==> src/rtl/pwcs_pkg.sv <==
// Constants and types for the port width strap decoder
package pwcs_pkg;
   localparam int NUM_PORTS = 16;

   typedef enum logic [1:0]
   {
      PWCS_MODE_ALL_X1   = 2'b00,
      PWCS_MODE_LEGACY   = 2'b01,
      PWCS_MODE_NATIVE   = 2'b10,
      PWCS_MODE_RESERVED = 2'b11
   } pwcs_mode_t;

   localparam pwcs_mode_t MODE_RST = PWCS_MODE_NATIVE;

   // Port masks per mode, bit n is port n
   localparam logic [15:0] X4_CAP_ALL_X1  = 16'h0000;
   localparam logic [15:0] X1_EN_ALL_X1   = 16'hffff;
   localparam logic [15:0] X4_CAP_LEGACY  = 16'h0041;
   localparam logic [15:0] X1_EN_LEGACY   = 16'h3c3c;
   localparam logic [15:0] X4_CAP_NATIVE  = 16'h0055;
   localparam logic [15:0] X1_EN_NATIVE   = 16'hffff;
   localparam logic [4:0]  MAX_X1_ALL_X1  = 5'h10;
   localparam logic [4:0]  MAX_X1_LEGACY  = 5'h0c;
   localparam logic [4:0]  MAX_X1_NATIVE  = 5'h10;
   localparam logic [2:0]  MAX_X4_ALL_X1  = 3'h0;
   localparam logic [2:0]  MAX_X4_LEGACY  = 3'h2;
   localparam logic [2:0]  MAX_X4_NATIVE  = 3'h4;

   // Identity value below is arbitrary
   localparam logic [11:0] DEV_ID_RST = 12'h5a1;
endpackage

==> src/rtl/pwcs_layout_rom.sv <==
// Combinational lookup from compatibility mode to port layout
`timescale 1ns/1ps
module pwcs_layout_rom
   import pwcs_pkg::*;
(
   // Mode in
   input  wire pwcs_pkg::pwcs_mode_t mode,
   // Layout out
   output logic [15:0]               x4_cap,
   output logic [15:0]               x1_en,
   output logic [4:0]                max_x1,
   output logic [2:0]                max_x4,
   output logic                      unsupported
);
   always_comb
   begin
      case (mode)
         PWCS_MODE_ALL_X1:
         begin
            x4_cap      = X4_CAP_ALL_X1;
            x1_en       = X1_EN_ALL_X1;
            max_x1      = MAX_X1_ALL_X1;
            max_x4      = MAX_X4_ALL_X1;
            unsupported = 1'b0;
         end
         PWCS_MODE_LEGACY:
         begin
            x4_cap      = X4_CAP_LEGACY;
            x1_en       = X1_EN_LEGACY;
            max_x1      = MAX_X1_LEGACY;
            max_x4      = MAX_X4_LEGACY;
            unsupported = 1'b0;
         end
         PWCS_MODE_NATIVE:
         begin
            x4_cap      = X4_CAP_NATIVE;
            x1_en       = X1_EN_NATIVE;
            max_x1      = MAX_X1_NATIVE;
            max_x4      = MAX_X4_NATIVE;
            unsupported = 1'b0;
         end
         default:
         begin
            // Reserved strap: no ports enabled rather than a guessed layout
            x4_cap      = 16'h0000;
            x1_en       = 16'h0000;
            max_x1      = 5'h00;
            max_x4      = 3'h0;
            unsupported = 1'b1;
         end
      endcase
   end
endmodule

==> src/rtl/pwcs_strap_decode.sv <==
// Top: samples compatibility straps at hard reset and drives the port layout
`timescale 1ns/1ps
module pwcs_strap_decode
   import pwcs_pkg::*;
(
   // Clock and reset
   input  wire logic        sys_clk,
   input  wire logic        arst_n,
   // Hard reset level, held low while the board asserts hard reset
   input  wire logic        hard_rst_n,
   // Straps and pins
   input  wire logic [1:0]  comp_mode,
   input  wire logic        scan_compat_enable,
   input  wire logic        test_rst_n,
   // Layout
   output logic [15:0]      x4_capable,
   output logic [15:0]      x1_enable,
   output logic [4:0]       max_x1_ports,
   output logic [2:0]       max_x4_ports,
   output logic [1:0]       mode_latched,
   output logic             mode_unsupported,
   output logic             layout_valid,
   // Test and diagnostics
   output logic             analyser_en,
   output logic             scan_compat_active,
   output logic             tap_rst_n,
   output logic [11:0]      device_id
);
   import pwcs_pkg::*;

   // Straps are taken on every edge while hard reset is low, so only the
   // value present at release counts. The mode and the valid flag load on the
   // capture edge and the layout one edge after that; both then hold
   // until the next hard reset or power-on reset.
   // A reserved strap leaves every port disabled and raises the unsupported
   // flag rather than guessing at a layout.
   // Limitation: power-on reset alone captures nothing; a strap change needs
   // a hard reset before the new layout shows.

   // Strap capture state
   pwcs_mode_t  mode_r;
   pwcs_mode_t  mode_nxt;
   logic        valid_r;
   logic        valid_nxt;

   // Layout as decoded from the captured mode
   logic [15:0] x4_w;
   logic [15:0] x1_w;
   logic [4:0]  mx1_w;
   logic [2:0]  mx4_w;
   logic        uns_w;

   // Registered layout
   logic [15:0] x4_r;
   logic [15:0] x4_nxt;
   logic [15:0] x1_r;
   logic [15:0] x1_nxt;
   logic [4:0]  mx1_r;
   logic [4:0]  mx1_nxt;
   logic [2:0]  mx4_r;
   logic [2:0]  mx4_nxt;
   logic        uns_r;
   logic        uns_nxt;

   // Registered pin state
   logic        ana_r;
   logic        ana_nxt;
   logic        scan_r;
   logic        scan_nxt;
   logic        tap_r;
   logic        tap_nxt;

   // Identity word
   logic [11:0] id_r;
   logic [11:0] id_nxt;

   // Zero a mask until a strap has been captured
   function automatic logic [15:0] hold_off
   (
      input logic        en,
      input logic [15:0] val
   );
      hold_off = en ? val : 16'h0000;
   endfunction

   // Strap capture: follows pins while hard reset is low, frozen after release
   always_comb
   begin
      mode_nxt  = mode_r;
      valid_nxt = valid_r;
      if (!hard_rst_n)
      begin
         mode_nxt  = pwcs_mode_t'(comp_mode);
         valid_nxt = 1'b1;
      end
   end

   // Power-on reset lands on the default mode, but layout_valid stays low until a capture
   always_ff @(posedge sys_clk or negedge arst_n)
   begin
      if (!arst_n)
      begin
         mode_r  <= MODE_RST;
         valid_r <= 1'b0;
      end
      else
      begin
         mode_r  <= mode_nxt;
         valid_r <= valid_nxt;
      end
   end

   // Pure lookup; the register stage behind it keeps every output on a flop
   pwcs_layout_rom u_rom
   (
      .mode        (mode_r),
      .x4_cap      (x4_w),
      .x1_en       (x1_w),
      .max_x1      (mx1_w),
      .max_x4      (mx4_w),
      .unsupported (uns_w)
   );

   // Layout held off until a strap was seen, so ports never flash a wrong width.
   // The extra stage costs one cycle of latency, which hard reset easily covers.
   always_comb
   begin
      x4_nxt  = hold_off(valid_r, x4_w);
      x1_nxt  = hold_off(valid_r, x1_w);
      mx1_nxt = 5'h00;
      mx4_nxt = 3'h0;
      uns_nxt = 1'b0;
      if (valid_r)
      begin
         mx1_nxt = mx1_w;
         mx4_nxt = mx4_w;
         uns_nxt = uns_w;
      end
   end

   // Registered layout only changes one edge after a capture
   always_ff @(posedge sys_clk or negedge arst_n)
   begin
      if (!arst_n)
      begin
         x4_r  <= 16'h0000;
         x1_r  <= 16'h0000;
         mx1_r <= 5'h00;
         mx4_r <= 3'h0;
         uns_r <= 1'b0;
      end
      else
      begin
         x4_r  <= x4_nxt;
         x1_r  <= x1_nxt;
         mx1_r <= mx1_nxt;
         mx4_r <= mx4_nxt;
         uns_r <= uns_nxt;
      end
   end

   // Straps are static pins taken as synchronous, so no synchroniser stage
   always_comb
   begin
      // Pin low selects the analyser; high is normal mission and scan access
      ana_nxt  = ~scan_compat_enable;
      scan_nxt = scan_compat_enable;
      // Combined reset protects the test port even if board wiring skips the gate
      tap_nxt  = hard_rst_n & test_rst_n;
   end

   // tap_rst_n is low throughout power-on reset and from the first edge after hard reset goes low, so the test port stays reset
   always_ff @(posedge sys_clk or negedge arst_n)
   begin
      if (!arst_n)
      begin
         ana_r  <= 1'b0;
         scan_r <= 1'b0;
         tap_r  <= 1'b0;
      end
      else
      begin
         ana_r  <= ana_nxt;
         scan_r <= scan_nxt;
         tap_r  <= tap_nxt;
      end
   end

   // Identity never changes; it sits in a flop only so every output is registered
   always_comb
   begin
      id_nxt = id_r;
   end

   always_ff @(posedge sys_clk or negedge arst_n)
   begin
      if (!arst_n)
      begin
         id_r <= DEV_ID_RST;
      end
      else
      begin
         id_r <= id_nxt;
      end
   end

   // Layout outputs
   assign x4_capable         = x4_r;
   assign x1_enable          = x1_r;
   assign max_x1_ports       = mx1_r;
   assign max_x4_ports       = mx4_r;
   assign mode_latched       = mode_r;
   assign mode_unsupported   = uns_r;
   assign layout_valid       = valid_r;

   // Pin and identity outputs
   assign analyser_en        = ana_r;
   assign scan_compat_active = scan_r;
   assign tap_rst_n          = tap_r;
   assign device_id          = id_r;
endmodule

==> config.mk <==
export PLATFORM = sky130hd
export DESIGN_NAME = pwcs_strap_decode
export DESIGN_NICKNAME = d
export VERILOG_FILES = /design/src/rtl/pwcs_pkg.sv /design/src/rtl/pwcs_layout_rom.sv /design/src/rtl/pwcs_strap_decode.sv
export SDC_FILE = /design/constraint.sdc
export NUM_CORES = 1
export LEC_CHECK = 0
export BUFFER_PORTS_ARGS = -buffer_cell sky130_fd_sc_hd__buf_2
export CORE_UTILIZATION = 41
export DETAILED_ROUTE_END_ITERATION = 10
export HOLD_SLACK_MARGIN = 0.08
export PLACE_DENSITY = 0.84
export SLEW_MARGIN = 10
export SYNTH_ARGS = -nofsm -noshare
export SYNTH_HDL_FRONTEND = slang
export SYNTH_SLANG_ARGS = --single-unit
export TNS_END_PERCENT = 10
==> constraint.sdc <==
create_clock -name sys_clk -period 2.2 [get_ports sys_clk]
set_input_delay 0.44 -clock sys_clk [delete_from_list [all_inputs] [get_ports sys_clk]]
set_output_delay 0.44 -clock sys_clk [all_outputs]
set_load 0.05 [all_outputs]
==> results of run 1 <==
[routing by layer]
layer,global-route usage (%),up-vias
met4,5.29,0
li1,-,200
met2,17.2,44
met1,9.56,180
met3,2.35,0
met5,0,-
[placed cells by master (no fill, tap or decap)]
cell / count
and2_1: 4
buf_2: 38
clkbuf_1: 1
clkbuf_4: 3
conb_1: 27
dfrtp_1: 11
dfstp_2: 1
dlygate4sd3_1: 1
ha_1: 4
inv_1: 3
mux2_4: 2
nand2b_1: 1
nor2b_1: 3
[worst max path at each step]
stage / start / to / slack (ps) / cells after the start
after floorplan: max_x1_ports[4]$_DFF_PN0_ / x1_enable[0] / 750 / 1
after global placement: mode_latched[1]$_DFFE_PN1N_ / mode_latched[1] / 950 / 1
after detailed placement: mode_latched[1]$_DFFE_PN1N_ / mode_latched[1] / 920 / 1
after CTS: mode_latched[1]$_DFFE_PN1N_ / mode_latched[1] / 620 / 1
after global routing: mode_latched[1]$_DFFE_PN1N_ / mode_latched[1] / 590 / 1
final: mode_latched[1]$_DFFE_PN1N_ / mode_latched[1] / 640 / 1
[area by class of cell]
type | instances | area [um^2] | share of cell area, %
sequential | 12 | 302 | 37.6
tap | 25 | 31.3 | 3.90
multi-input combinational | 41 | 231 | 28.9
timing repair buffer | 39 | 200 | 25.0
clock buffer | 4 | 26.3 | 3.28
inverter | 3 | 11.3 | 1.40
[sequential cells by signal, indices dropped and copies added (netlist names)]
name,flops
layout_valid,1
x1_enable,1
mode_latched,2
scan_compat_active,1
tap_rst_n,1
mode_unsupported,1
analyser_en,1
x4_capable,2
max_x1_ports,2
[logic make-up after synthesis]
group                      after synthesis
and+or+nand+nor                          8
muxes                                    2
buffers and inverters                   50
other                                    2
DFF                                     12
adders and majority gates                4
[power groups by stage]
stage / Sequential (W) / Clock (W) / Combinational (W)
2_1_floorplan: 0.000334 / 0 / 0.000358
3_3_place_gp: 0.000261 / 0 / 0.000406
3_5_place_dp: 0.000263 / 0 / 0.000407
4_1_cts: 0.000260 / 0.000143 / 0.000409
5_1_grt: 0.000263 / 0.000151 / 0.000427
6_report: 0.000258 / 0.000137 / 0.000408
[per-stage QoR]
stage	hold slack [ps]	utilization [%]
after CTS	277	45.0
after detailed placement	328	42.9
after global routing	278	45.0
after floorplan	144	-
final	287	45.0
after global placement	324	42.9
==> results.cfg, run 1 <==
[sta]
post-route-min-period_ps = 1560
fmax_mhz = 641
finalClockSkew_ps = 5.92
setup_tns_ps = 0
hold_viol_final = 0
fin_ws_ps = 639
finalCritPeriodShare_pct = 70.9
maxSlewViolCount = 0
rsz0062_at_grt = false
finalSetupViolations = 0

[clock_network]
cts_buffers = 3
clock_latency_ps = 270
tritoncts = built
cts_resized = 0
htree_levels = 1
cts_root_buf = clkbuf_4
postCtsSetupBuffers = 0
clk_pin_slew_worst_paths_ps = 70
cts.sinks = 12
clk_path_buf_depth = 2
holdBufCountCts = 1

[worst_setup_path]
regToRegEndpoint = max_x1_ports[3]$_DFF_PN0_
cp.required_ps = 1760
crit_path_cell_trace = buf_2
cp_slowest_cell = dfstp_2
cp-end-kind = output pin
crit_buf_inv = 1
worstReg2RegStart = mode_latched[1]$_DFFE_PN1N_
cp-start-kind = flip-flop
critical_path.top_delay_family = flip-flops
r2r_cells = 3
cp.arrival_ps = 1120
cp_slowest_stage_delay_ps = 580
crit_type = reg2out
critPathMaxFanout = 6
r2r_slack_ps = 1150

[pwr]
vdd_drop_max_uv = 519
power_frac_comb_pct = 50.8
netSwitchingFraction_pct = 54.0
seqPwrFrac_pct = 32.2
p_sw_w = 0.000433
p_int_w = 0.000370
power_density_nw_per_um2 = 1000
clkPwrFrac_pct = 17.1
leakage_nw = 0.475
total_power_w = 0.000803

[synth]
synth.largest_area_cell = buf_4
ys.flop_type = dfrtp_1
synth_adder_area_share_pct = 6.23
synth_most_common_cell = buf_4
synth.area.mux_share_pct = 3.74
ys_top_cells_by_area = buf_4, dfrtp_1, ha_1
ys_seq_elements = 12
syn_inst = 78
synth-async-reset-ratio_pct = 100
avgSynthCellArea_um2 = 10.3
syn_area_um2 = 803
synth_common_cells = buf_4, dfrtp_1, and2_1, ha_1
synth_top_family_by_area = buffers and inverters
synth_xor_area_share_pct = 0
synth_compound_area_share_pct = 0
synth_top_cell_area_share_pct = 43.9
ys_seq_area_share_pct = 37.5
synth_edf_count = 0
synth_simple_gate_area_share_pct = 6.23
ys_types = 10
synth_warnings = 0

[placed_design]
numPortBuffers = 38
placedCellCount = 119
dp_slack_ps = 917
placed_area_um2 = 766
dp_hpwl_um = 764
gp_congestion = 0.685

[finish]
drive_above_1_share_pct = 44.4
antenna_cells = 0
synthToLayoutAreaGrowth_pct = -0.156
nets = 111
final_cell_area_um2 = 802
fin_cells = 124
n_fill_cell = 175

[drt]
routed_wl_um = 942
dr_wl_met3_um = 114
first_pass_iters = 2
viasPerCell = 3.42
drc = 0
vias = 424
drt_iter0_drc = 2
wl_per_cell_um = 7.60
wl_met2_um = 497
ant_nets = 0
maxUsedRoutingLayer = met3
drt-met1-wl_um = 330

[floorplan]
die_height_um = 46.3
rows = 15
die-area_um2 = 2140
core_area_um2 = 1780
ios = 66
floorplan.initialDensity_pct = 45.1
die_w_um = 46.3

[worst_hold_path]
min-delay-start = scan_compat_enable
hold_depth = 1
hold_path.class = in2reg
holdPathEnd = scan_compat_active$_DFF_PN0_

[global_route]
grt_first_pass_wirelength_um = 1350
antenna_found_initial = 0
grt_pass1_vias = 320
grt-ovfl-total = 0
grt_max_degree = 13
grt_usage_pct = 9.40

[status]
status = completed

[job]
drv_cap = 0
Power figures use the tool's default switching activity.
==> inputs of run 2 (changes only) <==
--- a/config.mk
+++ b/config.mk
@@ -5,11 +5,12 @@
 export SDC_FILE = /design/constraint.sdc
 export NUM_CORES = 1
 export LEC_CHECK = 0
+export ABC_AREA = 1
 export BUFFER_PORTS_ARGS = -buffer_cell sky130_fd_sc_hd__buf_2
-export CORE_UTILIZATION = 41
+export CORE_UTILIZATION = 34
 export DETAILED_ROUTE_END_ITERATION = 10
 export HOLD_SLACK_MARGIN = 0.08
-export PLACE_DENSITY = 0.84
+export PLACE_DENSITY = 0.75
 export SLEW_MARGIN = 10
 export SYNTH_ARGS = -nofsm -noshare
 export SYNTH_HDL_FRONTEND = slang
==> constraint.sdc (replaced) <==
create_clock -name sys_clk -period 1.4 [get_ports sys_clk]
set_input_delay 0.28 -clock sys_clk [delete_from_list [all_inputs] [get_ports sys_clk]]
set_output_delay 0.28 -clock sys_clk [all_outputs]
set_load 0.05 [all_outputs]
==> run 2 against run 1 <==
  * Non-clock buffer count unchanged
  * Sequential cell count unchanged
  * Cell count increased by 10%
  * Via count increased by 8.3%
  * Synthesized cell count increased by 13%
  * Highest routed layer unchanged
  * Sequential share of layout area decreased by 0.63 points
  * Sequential power increased by 55%
==> results.cfg, run 2 <==
[clock_network]
cts_buffers = 3
clock_latency_ps = 270
cts_root_buf = clkbuf_4
clk_pin_slew_worst_paths_ps = 70
cts.sinks = 12
postCtsSetupBuffers = 0
clk_path_buf_depth = 2
tritoncts = built
htree_levels = 1

[sta]
post-route-min-period_ps = 1350
hold_viol_final = 0
fmax_mhz = 739
rsz0062_at_grt = false
finalCritPeriodShare_pct = 96.6
fin_ws_ps = 46.9
finalClockSkew_ps = 1.61
maxSlewViolCount = 0
finalSetupViolations = 0
setup_tns_ps = 0

[drt]
first_pass_iters = 1
drt_iter0_drc = 0
vias = 459
viasPerCell = 3.35
wl_per_cell_um = 6.93
drc = 0
ant_nets = 0
routed_wl_um = 949

[global_route]
antenna_found_initial = 0
grt-ovfl-total = 0
grt_max_degree = 13
grt_first_pass_wirelength_um = 1440
grt_usage_pct = 8.04
grt_pass1_vias = 344

[synth]
synth_warnings = 0
synth_top_cell_area_share_pct = 44.2
ys_top_cells_by_area = buf_4, dfrtp_1, ha_1
synth_common_cells = buf_4, dfrtp_1, nand2_1, inv_1, ha_1
synth_edf_count = 0
synth_most_common_cell = buf_4
ys_types = 9
syn_area_um2 = 798
ys_seq_area_share_pct = 37.8
synth.largest_area_cell = buf_4
syn_inst = 88
synth-async-reset-ratio_pct = 100
avgSynthCellArea_um2 = 9.07
ys_seq_elements = 12
ys.flop_type = dfrtp_1

[worst_setup_path]
r2r_slack_ps = 380
critPathMaxFanout = 6
crit_buf_inv = 1
r2r_cells = 4
crit_path_cell_trace = buf_4
critical_path.top_delay_family = flip-flops
cp_slowest_cell = dfstp_2
cp.required_ps = 1120
cp-start-kind = flip-flop
cp-end-kind = output pin
cp.arrival_ps = 1070
cp_slowest_stage_delay_ps = 590
regToRegEndpoint = max_x1_ports[3]$_DFF_PN0_
worstReg2RegStart = mode_latched[1]$_DFFE_PN1N_
crit_type = reg2out

[worst_hold_path]
hold_path.class = in2reg
min-delay-start = scan_compat_enable
hold_depth = 1
holdPathEnd = scan_compat_active$_DFF_PN0_

[finish]
synthToLayoutAreaGrowth_pct = 2.19
antenna_cells = 0
final_cell_area_um2 = 816
final_util_pct = 36.9
n_fill_cell = 247
nets = 121
drive_above_1_share_pct = 41.3
most-common-layout-cells = buf_2, conb_1, nand2_1, dfrtp_1, inv_1
final_common_cell = buf_2

[placed_design]
dp_hpwl_um = 808
gp_congestion = 0.739
dp_slack_ps = 279
numPortBuffers = 38
placed_area_um2 = 764

[pwr]
total_power_w = 0.00122
vdd_drop_max_uv = 704
power_density_nw_per_um2 = 1500
leakage_nw = 0.517

[job]
drv_cap = 0

[floorplan]
rows = 17
core_area_um2 = 2210
die_height_um = 50.5
ios = 66
die_w_um = 50.5
floorplan.initialDensity_pct = 36.1
die-area_um2 = 2550

[status]
status = completed
-- run 2: what timing repair did --
item                                    4_1_cts  5_1_grt
endpoints found under the hold margin        11        0
resized for setup                             1        1
endpoints found under the setup margin        1        1
hold buffers                                  1        0
cloned                                        0        0
-- run 2: area by class of cell --
cell class | count | area, um^2 | area share (%)
flip-flops and latches | 12 | 302 | 37.0
repair buffers | 39 | 205 | 25.2
multi-input cells | 45 | 204 | 25.0
clock buffers | 4 | 36.3 | 4.45
well taps | 28 | 35.0 | 4.29
inverters | 9 | 33.8 | 4.14
-- run 2: where the power goes --
part | switching (W) | leakage (nW) | total, W | internal (W)
registers | 0.0000240 | 0.139 | 0.000399 | 0.000375
logic | 0.000488 | 0.357 | 0.000562 | 0.0000745
clock network | 0.000106 | 0.0210 | 0.000264 | 0.000158
total | 0.000618 | 0.517 | 0.00122 | 0.000607
-- run 2: logic make-up (layout without fill, tap and decap cells) --
family	after synthesis	after routing	synth area share [%]
adders and majority gates	4	4	6.27
DFF	12	12	37.8
and+or+nand+nor	14	14	6.58
buffers and inverters	56	52	48.4
other	2	27	0.941
-- run 2: stage by stage --
step / hold slack, ps / std cells
floorplan: -15.6 / 113
global placement: 156 / 132
detailed placement: 164 / 132
CTS: 125 / 137
global route: 120 / 137
finish: 132 / 137
-- run 2: worst max-delay path by stage --
stage	slack, ps	to	cells after the start	start
3_5_place_dp	280	mode_latched[1]	1	mode_latched[1]$_DFFE_PN1N_
4_1_cts	40	mode_latched[1]	1	mode_latched[1]$_DFFE_PN1N_
2_1_floorplan	110	x1_enable[0]	1	max_x1_ports[4]$_DFF_PN0_
6_report	50	mode_latched[1]	1	mode_latched[1]$_DFFE_PN1N_
3_3_place_gp	290	mode_latched[1]	1	mode_latched[1]$_DFFE_PN1N_
5_1_grt	0.7	mode_latched[0]	1	mode_latched[0]$_DFFE_PN0N_
-- run 2: layer usage --
layer  GRT usage [%]  vias to the layer above  wire length [um]
met3            6.36                        0               155
met5               0                        -                 0
met4               0                        0                 0
met2            13.6                       43               445
met1            8.32                      193               348
li1                -                      223                 -
==> inputs of run 3 (changes only) <==
--- a/config.mk
+++ b/config.mk
@@ -8,6 +8,7 @@
 export ABC_AREA = 1
 export BUFFER_PORTS_ARGS = -buffer_cell sky130_fd_sc_hd__buf_2
 export CORE_UTILIZATION = 34
+export CTS_BUF_LIST = sky130_fd_sc_hd__clkbuf_16
 export DETAILED_ROUTE_END_ITERATION = 10
 export HOLD_SLACK_MARGIN = 0.08
 export PLACE_DENSITY = 0.75
==> run 3 against run 2 <==
  * Register-to-register slack is essentially flat
  * Core utilization grew 1.8 points
  * Non-clock buffer count did not move
  * Sequential share of layout area fell by 1.7 points
  * Critical path depth unchanged
  * Wire length is 0.95% higher
  * Sequential power barely moved
  * Critical endpoint unchanged
==> results.cfg, run 3 (synthesis results as in run 2) <==
[status]
status = completed

[worst_setup_path]
cp_slowest_stage_delay_ps = 580
critPathMaxFanout = 6
cp_slowest_cell = dfstp_2
cp.required_ps = 1120
cp.arrival_ps = 1060
regToRegEndpoint = max_x1_ports[3]$_DFF_PN0_
crit_buf_inv = 1
cp-start-kind = flip-flop
r2r_slack_ps = 390
r2r_cells = 4
cp-end-kind = output pin
critical_path.top_delay_family = flip-flops
crit_path_cell_trace = clkbuf_4
crit_type = reg2out
worstReg2RegStart = mode_latched[1]$_DFFE_PN1N_

[worst_hold_path]
min-delay-start = scan_compat_enable
hold_depth = 1
holdPathEnd = scan_compat_active$_DFF_PN0_
hold_path.class = in2reg

[drt]
routed_wl_um = 958
ant_nets = 0
drt_iter0_drc = 2
first_pass_iters = 3
wl_per_cell_um = 6.99
vias = 462
viasPerCell = 3.37
drc = 0

[global_route]
grt_usage_pct = 8.68
grt_pass1_vias = 345
grt-ovfl-total = 0
antenna_found_initial = 0
grt_max_degree = 13
grt_first_pass_wirelength_um = 1470

[sta]
fmax_mhz = 748
finalCritPeriodShare_pct = 95.5
setup_tns_ps = 0
finalSetupViolations = 0
hold_viol_final = 0
post-route-min-period_ps = 1340
rsz0062_at_grt = false
maxSlewViolCount = 0
fin_ws_ps = 62.5
whs_ps = 166
finalClockSkew_ps = 2.40

[clock_network]
cts.sinks = 12
clk_path_buf_depth = 2
cts_root_buf = clkbuf_16
htree_levels = 1
cts_buffers = 3
tritoncts = built
postCtsSetupBuffers = 0
clk_pin_slew_worst_paths_ps = 40
clock_latency_ps = 230

[floorplan]
die_height_um = 50.5
rows = 17
die-area_um2 = 2550
floorplan.initialDensity_pct = 36.1
core_area_um2 = 2210
die_w_um = 50.5
ios = 66

[placed_design]
dp_slack_ps = 279
dp_hpwl_um = 808
numPortBuffers = 38
placedCellCount = 132
gp_congestion = 0.739

[finish]
fin_cells = 137
synthToLayoutAreaGrowth_pct = 7.21
nets = 121
antenna_cells = 0
most-common-layout-cells = buf_2, conb_1, nand2_1, dfrtp_1, inv_1
drive_above_1_share_pct = 40.4
final_common_cell = buf_2

[pwr]
leakage_nw = 0.534
total_power_w = 0.00146
power_density_nw_per_um2 = 1710
vdd_drop_max_uv = 969

[job]
drv_cap = 0
run 3: where the power goes:
| part | internal, W | switching, W |
|---|---|---|
| logic | 0.0000730 | 0.000487 |
| clock network | 0.000374 | 0.000128 |
| registers | 0.000377 | 0.0000237 |
run 3: repair_timing:
action                                  4_1_cts  5_1_grt
gates resized for setup                       0        1
hold buffers                                  1        0
hold endpoints to repair                     11        0
endpoints found under the setup margin        0        1
run 3: layout make-up:
cell class,count,area (um^2)
clock buffer,3,75.1
sequential,12,302
tap,28,35.0
inverter,9,33.8
clock inverter,1,3.75
fill,238,1360
multi-input combinational,45,204
timing repair buffer,39,203
run 3: routing by layer:
metal	global-route usage, %	wire, um
met5	0	0
met4	4.17	8
met3	6.36	142
met2	13.3	443
met1	8.70	364
run 3: worst max path at each step:
stage | endpoint | slack, ps | start | cells after the start
detailed placement | mode_latched[1] | 280 | mode_latched[1]$_DFFE_PN1N_ | 1
global placement | mode_latched[1] | 290 | mode_latched[1]$_DFFE_PN1N_ | 1
CTS | mode_latched[1] | 30 | mode_latched[1]$_DFFE_PN1N_ | 1
floorplan | x1_enable[0] | 110 | max_x1_ports[4]$_DFF_PN0_ | 1
finish | mode_latched[1] | 60 | mode_latched[1]$_DFFE_PN1N_ | 1
global route | mode_latched[1] | 30 | mode_latched[1]$_DFFE_PN1N_ | 1
run 3: stage by stage:
stage / utilization [%] / cell area (um^2)
2_1_floorplan: - / 892
3_3_place_gp: 34.6 / 764
3_5_place_dp: 34.6 / 764
4_1_cts: 38.6 / 853
5_1_grt: 38.7 / 856
6_report: 38.7 / 856
run 3: worst reg2reg max path: cells and delay by family, from the launching register on:
kind / cells / cell delay, ps
buffers and inverters: 2 / 90
and+or+nand+nor: 1 / 60
adders and majority gates: 1 / 170
DFF: 1 / 580
